## src/pin_select_pkg.sv

```systemverilog
package pin_select_pkg;
   // Register byte addresses
   localparam logic [7:0] ADDR_CONFIG = 8'h00;
   localparam logic [7:0] ADDR_PORT_OUT = 8'h04;
   localparam logic [7:0] ADDR_PORT_MODE = 8'h08;
   localparam logic [7:0] ADDR_PIN_STATUS = 8'h0c;
   localparam logic [7:0] ADDR_PIN_IN = 8'h10;
   // Config register fields
   localparam int CFG_RC_OSC_BIT = 0;
   localparam int CFG_DEBUG_EN_BIT = 1;
   localparam int CFG_RESET_FUSE_BIT = 2;
   localparam int CFG_DIV_CLOCK_EN_BIT = 3;
   localparam int CFG_PWM0_EN_BIT = 4;
   localparam int CFG_PWM1_EN_BIT = 5;
   localparam logic [5:0] CFG_RESET_VALUE = 6'h04;
   // Pin indices inside the 8-bit pin vector
   localparam int PIN_P40 = 0;
   localparam int PIN_P41 = 1;
   localparam int PIN_P32 = 2;
   localparam int PIN_P33 = 3;
   localparam int PIN_P34 = 4;
   localparam int PIN_P35 = 5;
   localparam int PIN_P36 = 6;
   localparam int PIN_P37 = 7;
   localparam int NUM_PINS = 8;
   localparam logic [7:0] PORT_OUT_RESET = 8'hff;
   // Two mode bits per pin: 0 quasi, 1 push-pull, 2 input-only, 3 open-drain
   localparam logic [15:0] PORT_MODE_RESET = 16'h0000;
   localparam logic [1:0] MODE_QUASI = 2'h0;
   localparam logic [1:0] MODE_PUSH_PULL = 2'h1;
   localparam logic [1:0] MODE_INPUT = 2'h2;
   localparam logic [1:0] MODE_OPEN_DRAIN = 2'h3;
   localparam logic [1:0] RESP_OKAY = 2'h0;
   localparam logic [1:0] RESP_SLVERR = 2'h2;
   localparam int DIV_CLOCK_RATIO = 2;
endpackage : pin_select_pkg

```

## src/port_pin_function_select.sv

```systemverilog
`timescale 1ns/1ps
`default_nettype none
module port_pin_function_select
   import pin_select_pkg::*;
(
   input wire logic clk,
   input wire logic rst_n,
   input wire logic clk_en,
   input wire logic [7:0] s_axi_awaddr,
   input wire logic s_axi_awvalid,
   output logic s_axi_awready,
   input wire logic [31:0] s_axi_wdata,
   input wire logic [3:0] s_axi_wstrb,
   input wire logic s_axi_wvalid,
   output logic s_axi_wready,
   output logic [1:0] s_axi_bresp,
   output logic s_axi_bvalid,
   input wire logic s_axi_bready,
   input wire logic [7:0] s_axi_araddr,
   input wire logic s_axi_arvalid,
   output logic s_axi_arready,
   output logic [31:0] s_axi_rdata,
   output logic [1:0] s_axi_rresp,
   output logic s_axi_rvalid,
   input wire logic s_axi_rready,
   input wire logic [7:0] pin_in,
   output logic [7:0] pin_out,
   output logic [7:0] pin_oe,
   input wire logic osc_amp_out_level,
   input wire logic debug_data_out,
   input wire logic debug_data_oe,
   input wire logic pwm0_level,
   input wire logic pwm1_level,
   output logic osc_amp_in,
   output logic debug_serial_data,
   output logic debug_serial_clock,
   output logic ext_reset_n,
   output logic ext_irq_zero,
   output logic ext_irq_one,
   output logic timer0_count_pin,
   output logic timer_count_pin
);

   typedef struct packed {
      logic [5:0] cfg;
      logic [7:0] port_out;
      logic [15:0] port_mode;
      logic aw_held;
      logic [7:0] aw_addr;
      logic w_held;
      logic [31:0] w_data;
      logic [3:0] w_strb;
      logic bvalid;
      logic [1:0] bresp;
      logic rvalid;
      logic [31:0] rdata;
      logic [1:0] rresp;
      logic div_clk;
      logic [7:0] pin_out;
      logic [7:0] pin_oe;
      logic osc_in;
      logic dbg_data;
      logic dbg_clk;
      logic rst_pin_n;
      logic irq0;
      logic irq1;
      logic t0_cnt;
      logic t1_cnt;
      logic aw_rdy, w_rdy, ar_rdy;
   } state_t;

   state_t state_reg;
   state_t state_next;

   localparam state_t STATE_RESET = '{
      cfg: CFG_RESET_VALUE, port_out: PORT_OUT_RESET, port_mode: PORT_MODE_RESET,
      aw_held: 1'b0, aw_addr: 8'h00, w_held: 1'b0, w_data: 32'h0000_0000,
      w_strb: 4'h0, bvalid: 1'b0, bresp: 2'h0, rvalid: 1'b0,
      rdata: 32'h0000_0000, rresp: 2'h0, div_clk: 1'b0, pin_out: 8'hff,
      pin_oe: 8'h00, osc_in: 1'b0, dbg_data: 1'b1, dbg_clk: 1'b0,
      rst_pin_n: 1'b1, irq0: 1'b1, irq1: 1'b1, t0_cnt: 1'b0, t1_cnt: 1'b0,
      aw_rdy: 1'b1, w_rdy: 1'b1, ar_rdy: 1'b1};

   // Drive decision for one general port bit under its I/O mode
   function automatic logic [1:0] port_drive(input logic [1:0] mode, input logic value);
      logic [1:0] r;
      r = 2'h0;
      case (mode)
         MODE_PUSH_PULL: r = {value, 1'b1};
         MODE_OPEN_DRAIN: r = {1'b0, ~value};
         MODE_QUASI: r = {1'b0, ~value}; // Weak pull-up left to the pad
         default: r = 2'h0;
      endcase
      return r;
   endfunction : port_drive

   function automatic logic [7:0] merge_byte(input logic [7:0] old, input logic [7:0] nw,
                                            input logic en);
      return en ? nw : old;
   endfunction : merge_byte

   logic rc_osc;
   logic dbg_en;
   logic fuse_en;
   logic [7:0] alt_claim;
   logic [7:0] alt_out;
   logic [7:0] alt_oe;

   assign rc_osc = state_reg.cfg[CFG_RC_OSC_BIT];
   assign dbg_en = state_reg.cfg[CFG_DEBUG_EN_BIT];
   assign fuse_en = state_reg.cfg[CFG_RESET_FUSE_BIT];

   always_comb begin
      alt_claim = 8'h00;
      alt_out = 8'h00;
      alt_oe = 8'h00;
      if (dbg_en && !rc_osc) begin
         // External clock on port4 bit0 keeps debug data on port4 bit1
         alt_claim[PIN_P41] = 1'b1;
         alt_out[PIN_P41] = debug_data_out;
         alt_oe[PIN_P41] = debug_data_oe;
         alt_claim[PIN_P37] = 1'b1;
         alt_out[PIN_P37] = debug_data_out;
         alt_oe[PIN_P37] = debug_data_oe;
      end else if (!rc_osc) begin
         alt_claim[PIN_P41] = 1'b1;
         alt_out[PIN_P41] = osc_amp_out_level;
         alt_oe[PIN_P41] = 1'b1;
      end else if (state_reg.cfg[CFG_DIV_CLOCK_EN_BIT] && !dbg_en) begin
         alt_claim[PIN_P41] = 1'b1;
         alt_out[PIN_P41] = state_reg.div_clk;
         alt_oe[PIN_P41] = 1'b1;
      end
      if (!rc_osc) begin
         alt_claim[PIN_P40] = 1'b1;
      end else if (dbg_en) begin
         alt_claim[PIN_P40] = 1'b1;
         alt_out[PIN_P40] = debug_data_out;
         alt_oe[PIN_P40] = debug_data_oe;
      end
      // Reset and debug clock are inputs only, so the pin is not driven while either one claims it
      alt_claim[PIN_P36] = fuse_en || dbg_en;
      if (state_reg.cfg[CFG_PWM0_EN_BIT]) begin
         alt_claim[PIN_P34] = 1'b1;
         alt_out[PIN_P34] = pwm0_level;
         alt_oe[PIN_P34] = 1'b1;
      end
      if (state_reg.cfg[CFG_PWM1_EN_BIT]) begin
         alt_claim[PIN_P35] = 1'b1;
         alt_out[PIN_P35] = pwm1_level;
         alt_oe[PIN_P35] = 1'b1;
      end
   end

   always_comb begin
      logic [1:0] drv;
      logic [31:0] wd;
      logic [7:0] ra;
      drv = 2'h0;
      wd = 32'h0000_0000;
      ra = 8'h00;
      state_next = state_reg;
      // Write channel: address and data taken in either order, response after both
      if (s_axi_awvalid && !state_reg.aw_held && !state_reg.bvalid) begin
         state_next.aw_held = 1'b1;
         state_next.aw_addr = s_axi_awaddr;
      end
      if (s_axi_wvalid && !state_reg.w_held && !state_reg.bvalid) begin
         state_next.w_held = 1'b1;
         state_next.w_data = s_axi_wdata;
         state_next.w_strb = s_axi_wstrb;
      end
      if (state_reg.aw_held && state_reg.w_held) begin
         wd = state_reg.w_data;
         state_next.aw_held = 1'b0;
         state_next.w_held = 1'b0;
         state_next.bvalid = 1'b1;
         state_next.bresp = RESP_OKAY;
         case (state_reg.aw_addr)
            ADDR_CONFIG: begin
               if (state_reg.w_strb[0]) begin
                  state_next.cfg = wd[5:0];
               end
            end
            ADDR_PORT_OUT: begin
               state_next.port_out = merge_byte(state_reg.port_out, wd[7:0],
                                                state_reg.w_strb[0]);
            end
            ADDR_PORT_MODE: begin
               state_next.port_mode[7:0] = merge_byte(state_reg.port_mode[7:0], wd[7:0],
                                                      state_reg.w_strb[0]);
               state_next.port_mode[15:8] = merge_byte(state_reg.port_mode[15:8], wd[15:8],
                                                       state_reg.w_strb[1]);
            end
            ADDR_PIN_STATUS, ADDR_PIN_IN: begin
               state_next.bresp = RESP_OKAY; // Read-only, write ignored
            end
            default: begin
               state_next.bresp = RESP_SLVERR;
            end
         endcase
      end
      if (state_reg.bvalid && s_axi_bready) begin
         state_next.bvalid = 1'b0;
      end
      // Read channel: one cycle from address to data
      if (s_axi_arvalid && !state_reg.rvalid) begin
         ra = s_axi_araddr;
         state_next.rvalid = 1'b1;
         state_next.rresp = RESP_OKAY;
         case (ra)
            ADDR_CONFIG: state_next.rdata = {26'h0, state_reg.cfg};
            ADDR_PORT_OUT: state_next.rdata = {24'h0, state_reg.port_out};
            ADDR_PORT_MODE: state_next.rdata = {16'h0, state_reg.port_mode};
            ADDR_PIN_STATUS: state_next.rdata = {16'h0, state_reg.pin_oe, alt_claim};
            ADDR_PIN_IN: state_next.rdata = {24'h0, pin_in};
            default: begin
               state_next.rdata = 32'h0000_0000;
               state_next.rresp = RESP_SLVERR;
            end
         endcase
      end else if (state_reg.rvalid && s_axi_rready) begin
         state_next.rvalid = 1'b0;
      end
      // Toggling each cycle gives the system clock divided by two
      state_next.div_clk = rc_osc ? ~state_reg.div_clk : 1'b0;
      for (int i = 0; i < NUM_PINS; i++) begin
         if (alt_claim[i]) begin
            state_next.pin_out[i] = alt_out[i];
            state_next.pin_oe[i] = alt_oe[i];
         end else begin
            drv = port_drive(state_reg.port_mode[2*i +: 2], state_reg.port_out[i]);
            state_next.pin_out[i] = drv[1];
            state_next.pin_oe[i] = drv[0];
         end
      end
      state_next.osc_in = rc_osc ? 1'b0 : pin_in[PIN_P40];
      if (dbg_en) begin
         state_next.dbg_data = rc_osc ? pin_in[PIN_P40] : pin_in[PIN_P41];
      end else begin
         state_next.dbg_data = 1'b1;
      end
      state_next.dbg_clk = dbg_en ? pin_in[PIN_P36] : 1'b0;
      state_next.rst_pin_n = fuse_en ? pin_in[PIN_P36] : 1'b1;
      state_next.irq0 = pin_in[PIN_P32];
      state_next.irq1 = pin_in[PIN_P33];
      state_next.t0_cnt = state_reg.cfg[CFG_PWM0_EN_BIT] ? 1'b0 : pin_in[PIN_P34];
      state_next.t1_cnt = state_reg.cfg[CFG_PWM1_EN_BIT] ? 1'b0 : pin_in[PIN_P35];
      state_next.aw_rdy = !state_next.aw_held && !state_next.bvalid;
      state_next.w_rdy = !state_next.w_held && !state_next.bvalid;
      state_next.ar_rdy = !state_next.rvalid;
   end
   always_ff @(posedge clk or negedge rst_n) begin
      if (!rst_n) begin
         state_reg <= STATE_RESET;
      end else if (clk_en) begin
         state_reg <= state_next;
      end
   end
   assign s_axi_awready = state_reg.aw_rdy;
   assign s_axi_wready = state_reg.w_rdy;
   assign s_axi_bvalid = state_reg.bvalid;
   assign s_axi_bresp = state_reg.bresp;
   assign s_axi_arready = state_reg.ar_rdy;
   assign s_axi_rvalid = state_reg.rvalid;
   assign s_axi_rdata = state_reg.rdata;
   assign s_axi_rresp = state_reg.rresp;
   assign pin_out = state_reg.pin_out;
   assign pin_oe = state_reg.pin_oe;
   assign osc_amp_in = state_reg.osc_in;
   assign debug_serial_data = state_reg.dbg_data;
   assign debug_serial_clock = state_reg.dbg_clk;
   assign ext_reset_n = state_reg.rst_pin_n;
   assign ext_irq_zero = state_reg.irq0;
   assign ext_irq_one = state_reg.irq1;
   assign timer0_count_pin = state_reg.t0_cnt;
   assign timer_count_pin = state_reg.t1_cnt;
   a_osc_out_drive: assert property (@(posedge clk) disable iff (!rst_n)
      clk_en && !rc_osc && !dbg_en |=> pin_oe[PIN_P41])
      else $error("oscillator output pin not driven");
   a_osc_in_route: assert property (@(posedge clk) disable iff (!rst_n)
      clk_en && !rc_osc |=> osc_amp_in == $past(pin_in[PIN_P40]))
      else $error("oscillator input not routed");
   a_div_clock_toggle: assert property (@(posedge clk) disable iff (!rst_n)
      clk_en && rc_osc |=> state_reg.div_clk != $past(state_reg.div_clk))
      else $error("divided clock did not toggle");
   a_debug_data_p41: assert property (@(posedge clk) disable iff (!rst_n)
      clk_en && dbg_en && !rc_osc |=> debug_serial_data == $past(pin_in[PIN_P41]))
      else $error("debug data not taken from port4 bit1");
   a_debug_data_p40: assert property (@(posedge clk) disable iff (!rst_n)
      clk_en && dbg_en && rc_osc |=> debug_serial_data == $past(pin_in[PIN_P40]))
      else $error("debug data not taken from port4 bit0");
   a_reset_pin_idle: assert property (@(posedge clk) disable iff (!rst_n)
      clk_en && !fuse_en |=> ext_reset_n)
      else $error("reset asserted with fuse off");
   a_reset_pin_low: assert property (@(posedge clk) disable iff (!rst_n)
      clk_en && fuse_en && !pin_in[PIN_P36] |=> !ext_reset_n)
      else $error("low reset pin not passed on");
   a_debug_clk_in: assert property (@(posedge clk) disable iff (!rst_n)
      clk_en && dbg_en |=> debug_serial_clock == $past(pin_in[PIN_P36]))
      else $error("debug clock not routed");
   a_irq_routes: assert property (@(posedge clk) disable iff (!rst_n)
      clk_en |=> ext_irq_zero == $past(pin_in[PIN_P32]) && ext_irq_one == $past(pin_in[PIN_P33]))
      else $error("interrupt pins not routed");
   a_pwm0_drive: assert property (@(posedge clk) disable iff (!rst_n)
      clk_en && state_reg.cfg[CFG_PWM0_EN_BIT] |=>
      pin_oe[PIN_P34] && pin_out[PIN_P34] == $past(pwm0_level))
      else $error("timer 0 PWM output not driven");
   a_pwm1_drive: assert property (@(posedge clk) disable iff (!rst_n)
      clk_en && state_reg.cfg[CFG_PWM1_EN_BIT] |=>
      pin_oe[PIN_P35] && pin_out[PIN_P35] == $past(pwm1_level))
      else $error("timer 1 PWM output not driven");
   a_debug_p37: assert property (@(posedge clk) disable iff (!rst_n)
      clk_en && dbg_en && !rc_osc |=> pin_oe[PIN_P37] == $past(debug_data_oe))
      else $error("port3 bit7 debug data drive wrong");
   a_write_resp: assert property (@(posedge clk) disable iff (!rst_n)
      clk_en && state_reg.aw_held && state_reg.w_held |=> s_axi_bvalid)
      else $error("write response missing");
   c_rc_debug: cover property (@(posedge clk) disable iff (!rst_n) dbg_en && rc_osc);
   c_fuse_reset: cover property (@(posedge clk) disable iff (!rst_n) !ext_reset_n);
   c_div_clock: cover property (@(posedge clk) disable iff (!rst_n) alt_claim[PIN_P41] && rc_osc);
   c_read: cover property (@(posedge clk) disable iff (!rst_n) s_axi_rvalid && s_axi_rready);

endmodule : port_pin_function_select
`default_nettype wire

```

## config.mk

```make
export PLATFORM = sky130hd
export DESIGN_NAME = port_pin_function_select
export DESIGN_NICKNAME = d
export VERILOG_FILES = /design/src/pin_select_pkg.sv /design/src/port_pin_function_select.sv
export SDC_FILE = /design/constraint.sdc
export NUM_CORES = 1
export LEC_CHECK = 0
export BUFFER_PORTS_ARGS = -buffer_cell sky130_fd_sc_hd__buf_2
export CAP_MARGIN = 20
export CORE_MARGIN = 2
export CORE_UTILIZATION = 40
export CTS_CLUSTER_DIAMETER = 80
export CTS_CLUSTER_SIZE = 14
export DETAILED_ROUTE_END_ITERATION = 8
export PLACE_DENSITY = 0.65
export SLEW_MARGIN = 20
export SYNTH_ARGS = -nofsm -noshare
export SYNTH_HDL_FRONTEND = slang
export SYNTH_SLANG_ARGS = --single-unit
```

## constraint.sdc

```tcl
create_clock -name clk -period 1.96 [get_ports clk]
set_input_delay 0.098 -clock clk [delete_from_list [all_inputs] [get_ports clk]]
set_output_delay 0.098 -clock clk [all_outputs]
set_load 0.01 [all_outputs]
```

==> reports/results.txt, run 1 <==
crit path to - state_reg[131]
Final GP Congestion - 0.844
max FFs per register - 56
routed via count - 3,878
Post-Place Setup Slack - -0.112 ns
Syn Area/Cell - 10.8 um^2
Die H - 121 um
largest family of logic cells by synthesized area - multiplexers
post-DP HPWL - 9250 um
PwrDens - 934 nW/um^2
LEAKAGE - 2.97 nW
largest net degree at the start of global routing - 44
number of synthesis warnings - 0
CTS Buf Count - 9
cell with the most instances after synthesis - dfrtp_1
post-CTS setup buffers - 0
htree depth - 3
Post-route DRC - 0
post-synthesis xor/xnor area fraction - 0%
width of the die - 121 um
CORE AREA - 13,300 um^2
P&R area growth vs syn - 19.8%
cell count of the worst reg-to-reg path - 5
unrepaired setup endpoints after global routing - yes
Clk Latency, worst-skew pair - 0.35 ns
kind of critical path - reg -> reg
crit path from - state_reg[110]
nets - 688
GR Overflow Total - 0
Final min period - 1.95 ns
Main synth FF type - dfrtp_1
Seq/Total Area, Yosys - 49.2%
final setup fails - 0
vias in the first global route - 3,739
hold path depth - 2
required time of the critical path - 2.24 ns
Layout Utilization - 49.2%
count of flip-flops with a built-in enable after synthesis - 0
Root Driver - clkbuf_16
Max-slew headroom - 61.0%
Max IR drop VDD - 0.576 mV
top post-synthesis cells by count - 82 x dfrtp_1, 63 x mux2_2, 53 x buf_4
Compound-Gate Fraction of Synth Area - 10.0%
ranking of synthesized cells by area - dfrtp_1 38%, mux2_2 13%, dfstp_2 12%
Least-Margin Pin Slew - 0.585 ns
DRT iter0 DRCs - 199
share of cells above drive strength 1 - 36.9%
Mapped Cells - 503
maximum fanout along the worst path - 8
DRT antenna net count - 0
RR Endpoint - state_reg[131]
crit share post-route - 99.6%
fraction of registers with async set/reset - 100%
clock sink total - 106
CP arrival - 2.23 ns
first-pass GRT wire length - 19,700 um
first drt pass iteration count - 4
CTS tree - yes
flops & latches, synth - 106
max-slew violation count - 0
IO Pins - 138
total chip power - 6.11 mW
Layout fillers - 1,247
DR WL/cell - 15.6 um
number of core rows - 42
vias per inst - 4.97
maximum clock rate - 512 MHz
Yosys top cell by area - dfrtp_1
Setup WS post-layout - 0.00865 ns
Max Cap Viol - 0
Post-Synth Simple-Gate Area - 10.1%
final hold violation count - 0
Clock Skews - 0.0103 ns
die area - 14,600 um^2
Initial Util - 41.0%
gr usage total - 17.6%
post-synthesis adder-cell area fraction - 3.67%
Reg-to-Reg Start - state_reg[110]
Worst setup SP type - flip-flop
synthesized area - 5460 um^2
status - finished, final reports clean
initial antenna violation count - 0
post-synthesis mux area share - 15.4%
flop2flop setup slack - 0.009 ns
drt total wl - 12,200 um
Critical Path End Type - flip-flop
Clock Path Buffers - 2
count of different cell masters after synthesis - 50
worst hold slack - 0.00381 ns
Clock transition at path regs - 0.07 ns
top cell type's share of synthesized area - 37.6%
Port Buf Inserts - 101
Hold Path Class - in -> reg
antenna cells - 0
Final TNS setup - 0 ns
[kinds of logic (layout without fill, tap and decap cells)]
kind of cell | Yosys count | in the layout
compound gates | 84 | 84
flops | 106 | 106
other cells | 1 | 18
mux | 76 | 76
fa+ha+maj | 16 | 16
buf+inv | 113 | 197
simple gates | 107 | 107
[metal layers]
layer	track usage, %	vias up	wire (um)
met4	7.56	0	232
met1	23.4	1903	5570
li1	-	1849	-
met5	0	-	0
met3	3.63	16	574
met2	27.8	110	5810
[worst max-delay path, stage by stage, from the launching register on]
cell,delay (ns)
dfrtp_1,0.38
or4_4,0.56
nor4_4,0.20
and4b_1,0.25
buf_6,0.14
mux2_2,0.34
[what timing repair did]
item	4_1_cts	5_1_grt
resized for setup	3	10
endpoints found under the hold margin	52	0
endpoints found under the setup margin	30	29
hold buffers	29	0
pin swaps	3	1
[report_power, final]
group          switching [mW]  internal (mW)  leakage, nW  total, mW
Sequential              0.420           2.65         1.29       3.07
Clock                   0.778           1.03        0.143       1.81
Combinational           0.567          0.664         1.54       1.23
[through the flow]
stage                     instance area, um^2  cells
after global placement                   5900    736
after CTS                                6510    781
after floorplan                          5520    520
after global routing                     6540    780
after detailed placement                 5900    736
final                                    6540    780
[placed cells by master (no fill, tap or decap), types with 4 or more instances in the layout]
| cell | n |
|---|---|
| buf_2 | 100 |
| dfrtp_1 | 82 |
| mux2_2 | 56 |
| inv_1 | 38 |
| nand2_1 | 32 |
| dlygate4sd3_1 | 29 |
| nor2_1 | 27 |
| dfstp_2 | 24 |
| a21oi_1 | 21 |
| conb_1 | 18 |
| o21ai_0 | 16 |
| ha_1 | 16 |
| mux2i_1 | 13 |
| buf_4 | 11 |
| nor2b_1 | 9 |
| clkbuf_16 | 9 |
| o31ai_1 | 8 |
| nand3_1 | 8 |
| mux2_4 | 7 |
| nand2b_1 | 6 |
| a31oi_1 | 6 |
| nand3b_1 | 6 |
| a22oi_1 | 5 |
| nor3_1 | 4 |
| a22o_1 | 4 |
[how the worst min path moves through the flow]
stage | from | to | slack (ns)
6_report | s_axi_wdata[4] | state_reg[74] | 0.004
5_1_grt | s_axi_wdata[4] | state_reg[74] | 0.005
3_3_place_gp | rst_n | s_axi_rdata[0] | 0.12
3_5_place_dp | rst_n | pin_oe[0] | 0.14
4_1_cts | s_axi_wdata[4] | state_reg[74] | 0.0006
2_1_floorplan | rst_n | dbg_en | -0.20
[final cells by class]
type	count	area (um^2)	area share [%]
clock buffer	12	246	3.77
timing repair buffer	143	925	14.1
clock inverter	4	51.3	0.785
sequential	106	2680	41.0
multi-input combinational	301	2270	34.7
tap	176	220	3.37
inverter	38	143	2.18
No activity file was read; power rests on OpenSTA's default activity.
==> run 2, diff against run 1 <==
Settings changed: CAP_MARGIN 20 to default, PLACE_DENSITY 0.65 to default.
Clock period 1.96 ns to 1.85 ns, I/O delays scaled along.
==> run 2 against run 1 <==
Effect of this change:
- the run now ends with setup timing left
- largest power group unchanged
- flip-flop and latch count unchanged
- cell count increased by 1.0%
- core utilization up 0.83 points
- combinational power up 12%
- worst setup slack worse by 0.10 ns
- clock skew grew 0.00093 ns
- routed wire length up 2.6%
==> reports/results.txt, run 2 (synthesis gave the netlist of run 1 again) <==
status - finished with violations (was finished, final reports clean)
failing checks - setup timing
htree depth - 3 (unchanged)
antenna cells - 0 (unchanged)
vias in the first global route - 3,951 (was 3,739)
clock sink total - 106 (unchanged)
Layout fillers - 1,202 (was 1,247)
critical path, cell by cell - or4_4 > nor4_4 > and3_1 > buf_6 > mux2_2 (was or4_4 > nor4_4 > and4b_1 > buf_6 > mux2_2)
Least-Margin Pin Slew - 0.548 ns (was 0.585 ns)
Clock transition at path regs - 0.07 ns (about the same)
Port Buf Inserts - 101 (unchanged)
Final Non-Filler Cells - 788 (was 780)
crit share post-route - 105% (was 99.6%)
final setup fails - 29 (was 0)
IO Pins - 138 (unchanged)
LEAKAGE - 3.03 nW (was 2.97 nW)
Crit path buffers/inverters - 1 (unchanged)
kind of critical path - reg -> reg (unchanged)
initial antenna violation count - 0 (unchanged)
maximum clock rate - 515 MHz (was 512 MHz)
number of core rows - 42 (unchanged)
first-pass GRT wire length - 20,500 um (was 19,700 um)
Post-Layout Inst Area - 6650 um^2 (was 6540 um^2)
Clk Latency, worst-skew pair - 0.36 ns (was 0.35 ns)
DR WL/cell - 15.9 um (was 15.6 um)
Root Driver - clkbuf_16 (unchanged)
routed via count - 3,923 (was 3,878)
unrepaired setup endpoints after global routing - yes (unchanged)
Final min period - 1.94 ns (was 1.95 ns)
Reg-to-Reg Start - state_reg[103] (was state_reg[110])
max FFs per register - 56 (unchanged)
gr usage total - 18.2% (was 17.6%)
drt total wl - 12,500 um (was 12,200 um)
largest net degree at the start of global routing - 54 (was 44)
P&R area growth vs syn - 21.9% (was 19.8%)
slowest cell delay on critical path - 0.56 ns (about the same)
DRT iter0 DRCs - 193 (was 199)
Max IR drop VDD - 0.514 mV (was 0.576 mV)
CP arrival - 2.19 ns (was 2.23 ns)
Hold Crit Start - s_axi_awvalid (was s_axi_wdata[4])
first drt pass iteration count - 4 (unchanged)
Max Cap Viol - 0 (unchanged)
die area - 14,600 um^2 (unchanged)
DRT antenna net count - 0 (unchanged)
Post-Place Cell Area - 5920 um^2 (was 5900 um^2)
final hold violation count - 0 (unchanged)
CTS tree - yes (unchanged)
Clock Path Buffers - 2 (unchanged)
total chip power - 6.75 mW (was 6.11 mW)
share of cells above drive strength 1 - 37.4% (was 36.9%)
commonest non-fill, non-tap cell in the layout - buf_2 (unchanged)
width of the die - 121 um (unchanged)
Initial Util - 41.0% (unchanged)
post-DP HPWL - 9250 um (about the same)
Setup WS post-layout - -0.0924 ns (was 0.00865 ns)
PwrDens - 1020 nW/um^2 (was 934 nW/um^2)
slowest CP cell - or4_4 (unchanged)
Hold Path Class - in -> reg (unchanged)
GR Overflow Total - 0 (unchanged)
CTS Buf Count - 9 (unchanged)
nets - 696 (was 688)
most frequent cells in the layout - 100 x buf_2, 82 x dfrtp_1, 54 x mux2_2 (was 100 x buf_2, 82 x dfrtp_1, 56 x mux2_2)
Layout Utilization - 50.0% (was 49.2%)
Critical Path End Type - flip-flop (unchanged)
maximum fanout along the worst path - 8 (unchanged)
placed cells - 738 (was 736)
CORE AREA - 13,300 um^2 (unchanged)
Worst path top cell family by delay - simple AND/OR/NAND/NOR gates (unchanged)
Worst setup SP type - flip-flop (unchanged)
Final GP Congestion - 0.832 (was 0.844)
Max-slew headroom - 63.5% (was 61.0%)
Post-route DRC - 0 (unchanged)
crit path from - state_reg[103] (was state_reg[110])
required time of the critical path - 2.10 ns (was 2.24 ns)
max-slew violation count - 0 (unchanged)
Clock Skews - 0.0112 ns (was 0.0103 ns)
vias per inst - 4.98 (was 4.97)
Die H - 121 um (unchanged)
-- run 2: cell count changes in the layout (fill, tap and decap cells not counted), moves of 2 or more --
cell           delta
dlygate4sd3_1     +3
inv_8             +3
mux2_2            -2
clkbuf_1          -2
buf_4             +4
mux2_4            +2
-- run 2: what timing repair did --
action	4_1_cts	5_1_grt
gates resized for setup	13	0
pin swaps	1	0
hold buffers	32	0
endpoints found under the hold margin	58	0
setup buffers	1	1
setup endpoints to repair	30	30
-- run 2: metal layers --
| layer | vias up | global-route usage, % | share of wire [%] |
|---|---|---|---|
| li1 | 1863 | - | - |
| met1 | 1921 | 24.8 | 46 |
| met2 | 123 | 28.1 | 46 |
| met3 | 16 | 3.92 | 6.3 |
| met4 | 0 | 7.78 | 2.1 |
| met5 | - | 0 | 0 |
-- run 2: path summary, 6_finish.rpt --
path                                   to  slack (ns)  depth (start not counted)
setup / recovery           state_reg[122]       -0.09                          5
hold / removal              s_axi_awready        0.02                          3
setup reg to reg           state_reg[122]       -0.09                          5
hold reg to reg                pin_out[2]        0.48                          2
max in group asynchronous     ext_irq_one        0.92                          3
min in group asynchronous          rc_osc        0.22                          2
-- run 2: tightest hold or removal path, stage by stage --
cell,delay (ns)
buf_2,0.10
or3_1,0.10
a31oi_1,0.08
-- run 2: area by class of cell --
cell class / count / area, um^2 / share of cell area [%]
clock buffers: 9 / 225 / 3.39
repair buffers: 151 / 996 / 15.0
well taps: 176 / 220 / 3.31
multi-input cells: 301 / 2270 / 34.2
flip-flops and latches: 106 / 2680 / 40.3
inverters: 38 / 143 / 2.15
clock inverters: 7 / 109 / 1.64
-- run 2: where the power goes --
group          internal [mW]  switching (mW)  total (mW)  leakage, nW
combinational          0.753           0.623        1.38         1.58
clock                   1.21           0.923        2.14        0.158
sequential              2.81           0.433        3.24         1.29
total                   4.77            1.98        6.75         3.03
-- run 2: per-stage QoR --
step | setup WS (ns) | hold WS (ns) | TNS (ns)
CTS | -0.0919 | 0.000783 | -1.50
finish | -0.0924 | 0.0166 | -1.71
global placement | -0.0913 | 0.0768 | -2.07
detailed placement | -0.136 | 0.0834 | -2.67
floorplan | -0.0171 | -0.203 | -0.233
global route | -0.132 | 0.0181 | -2.91
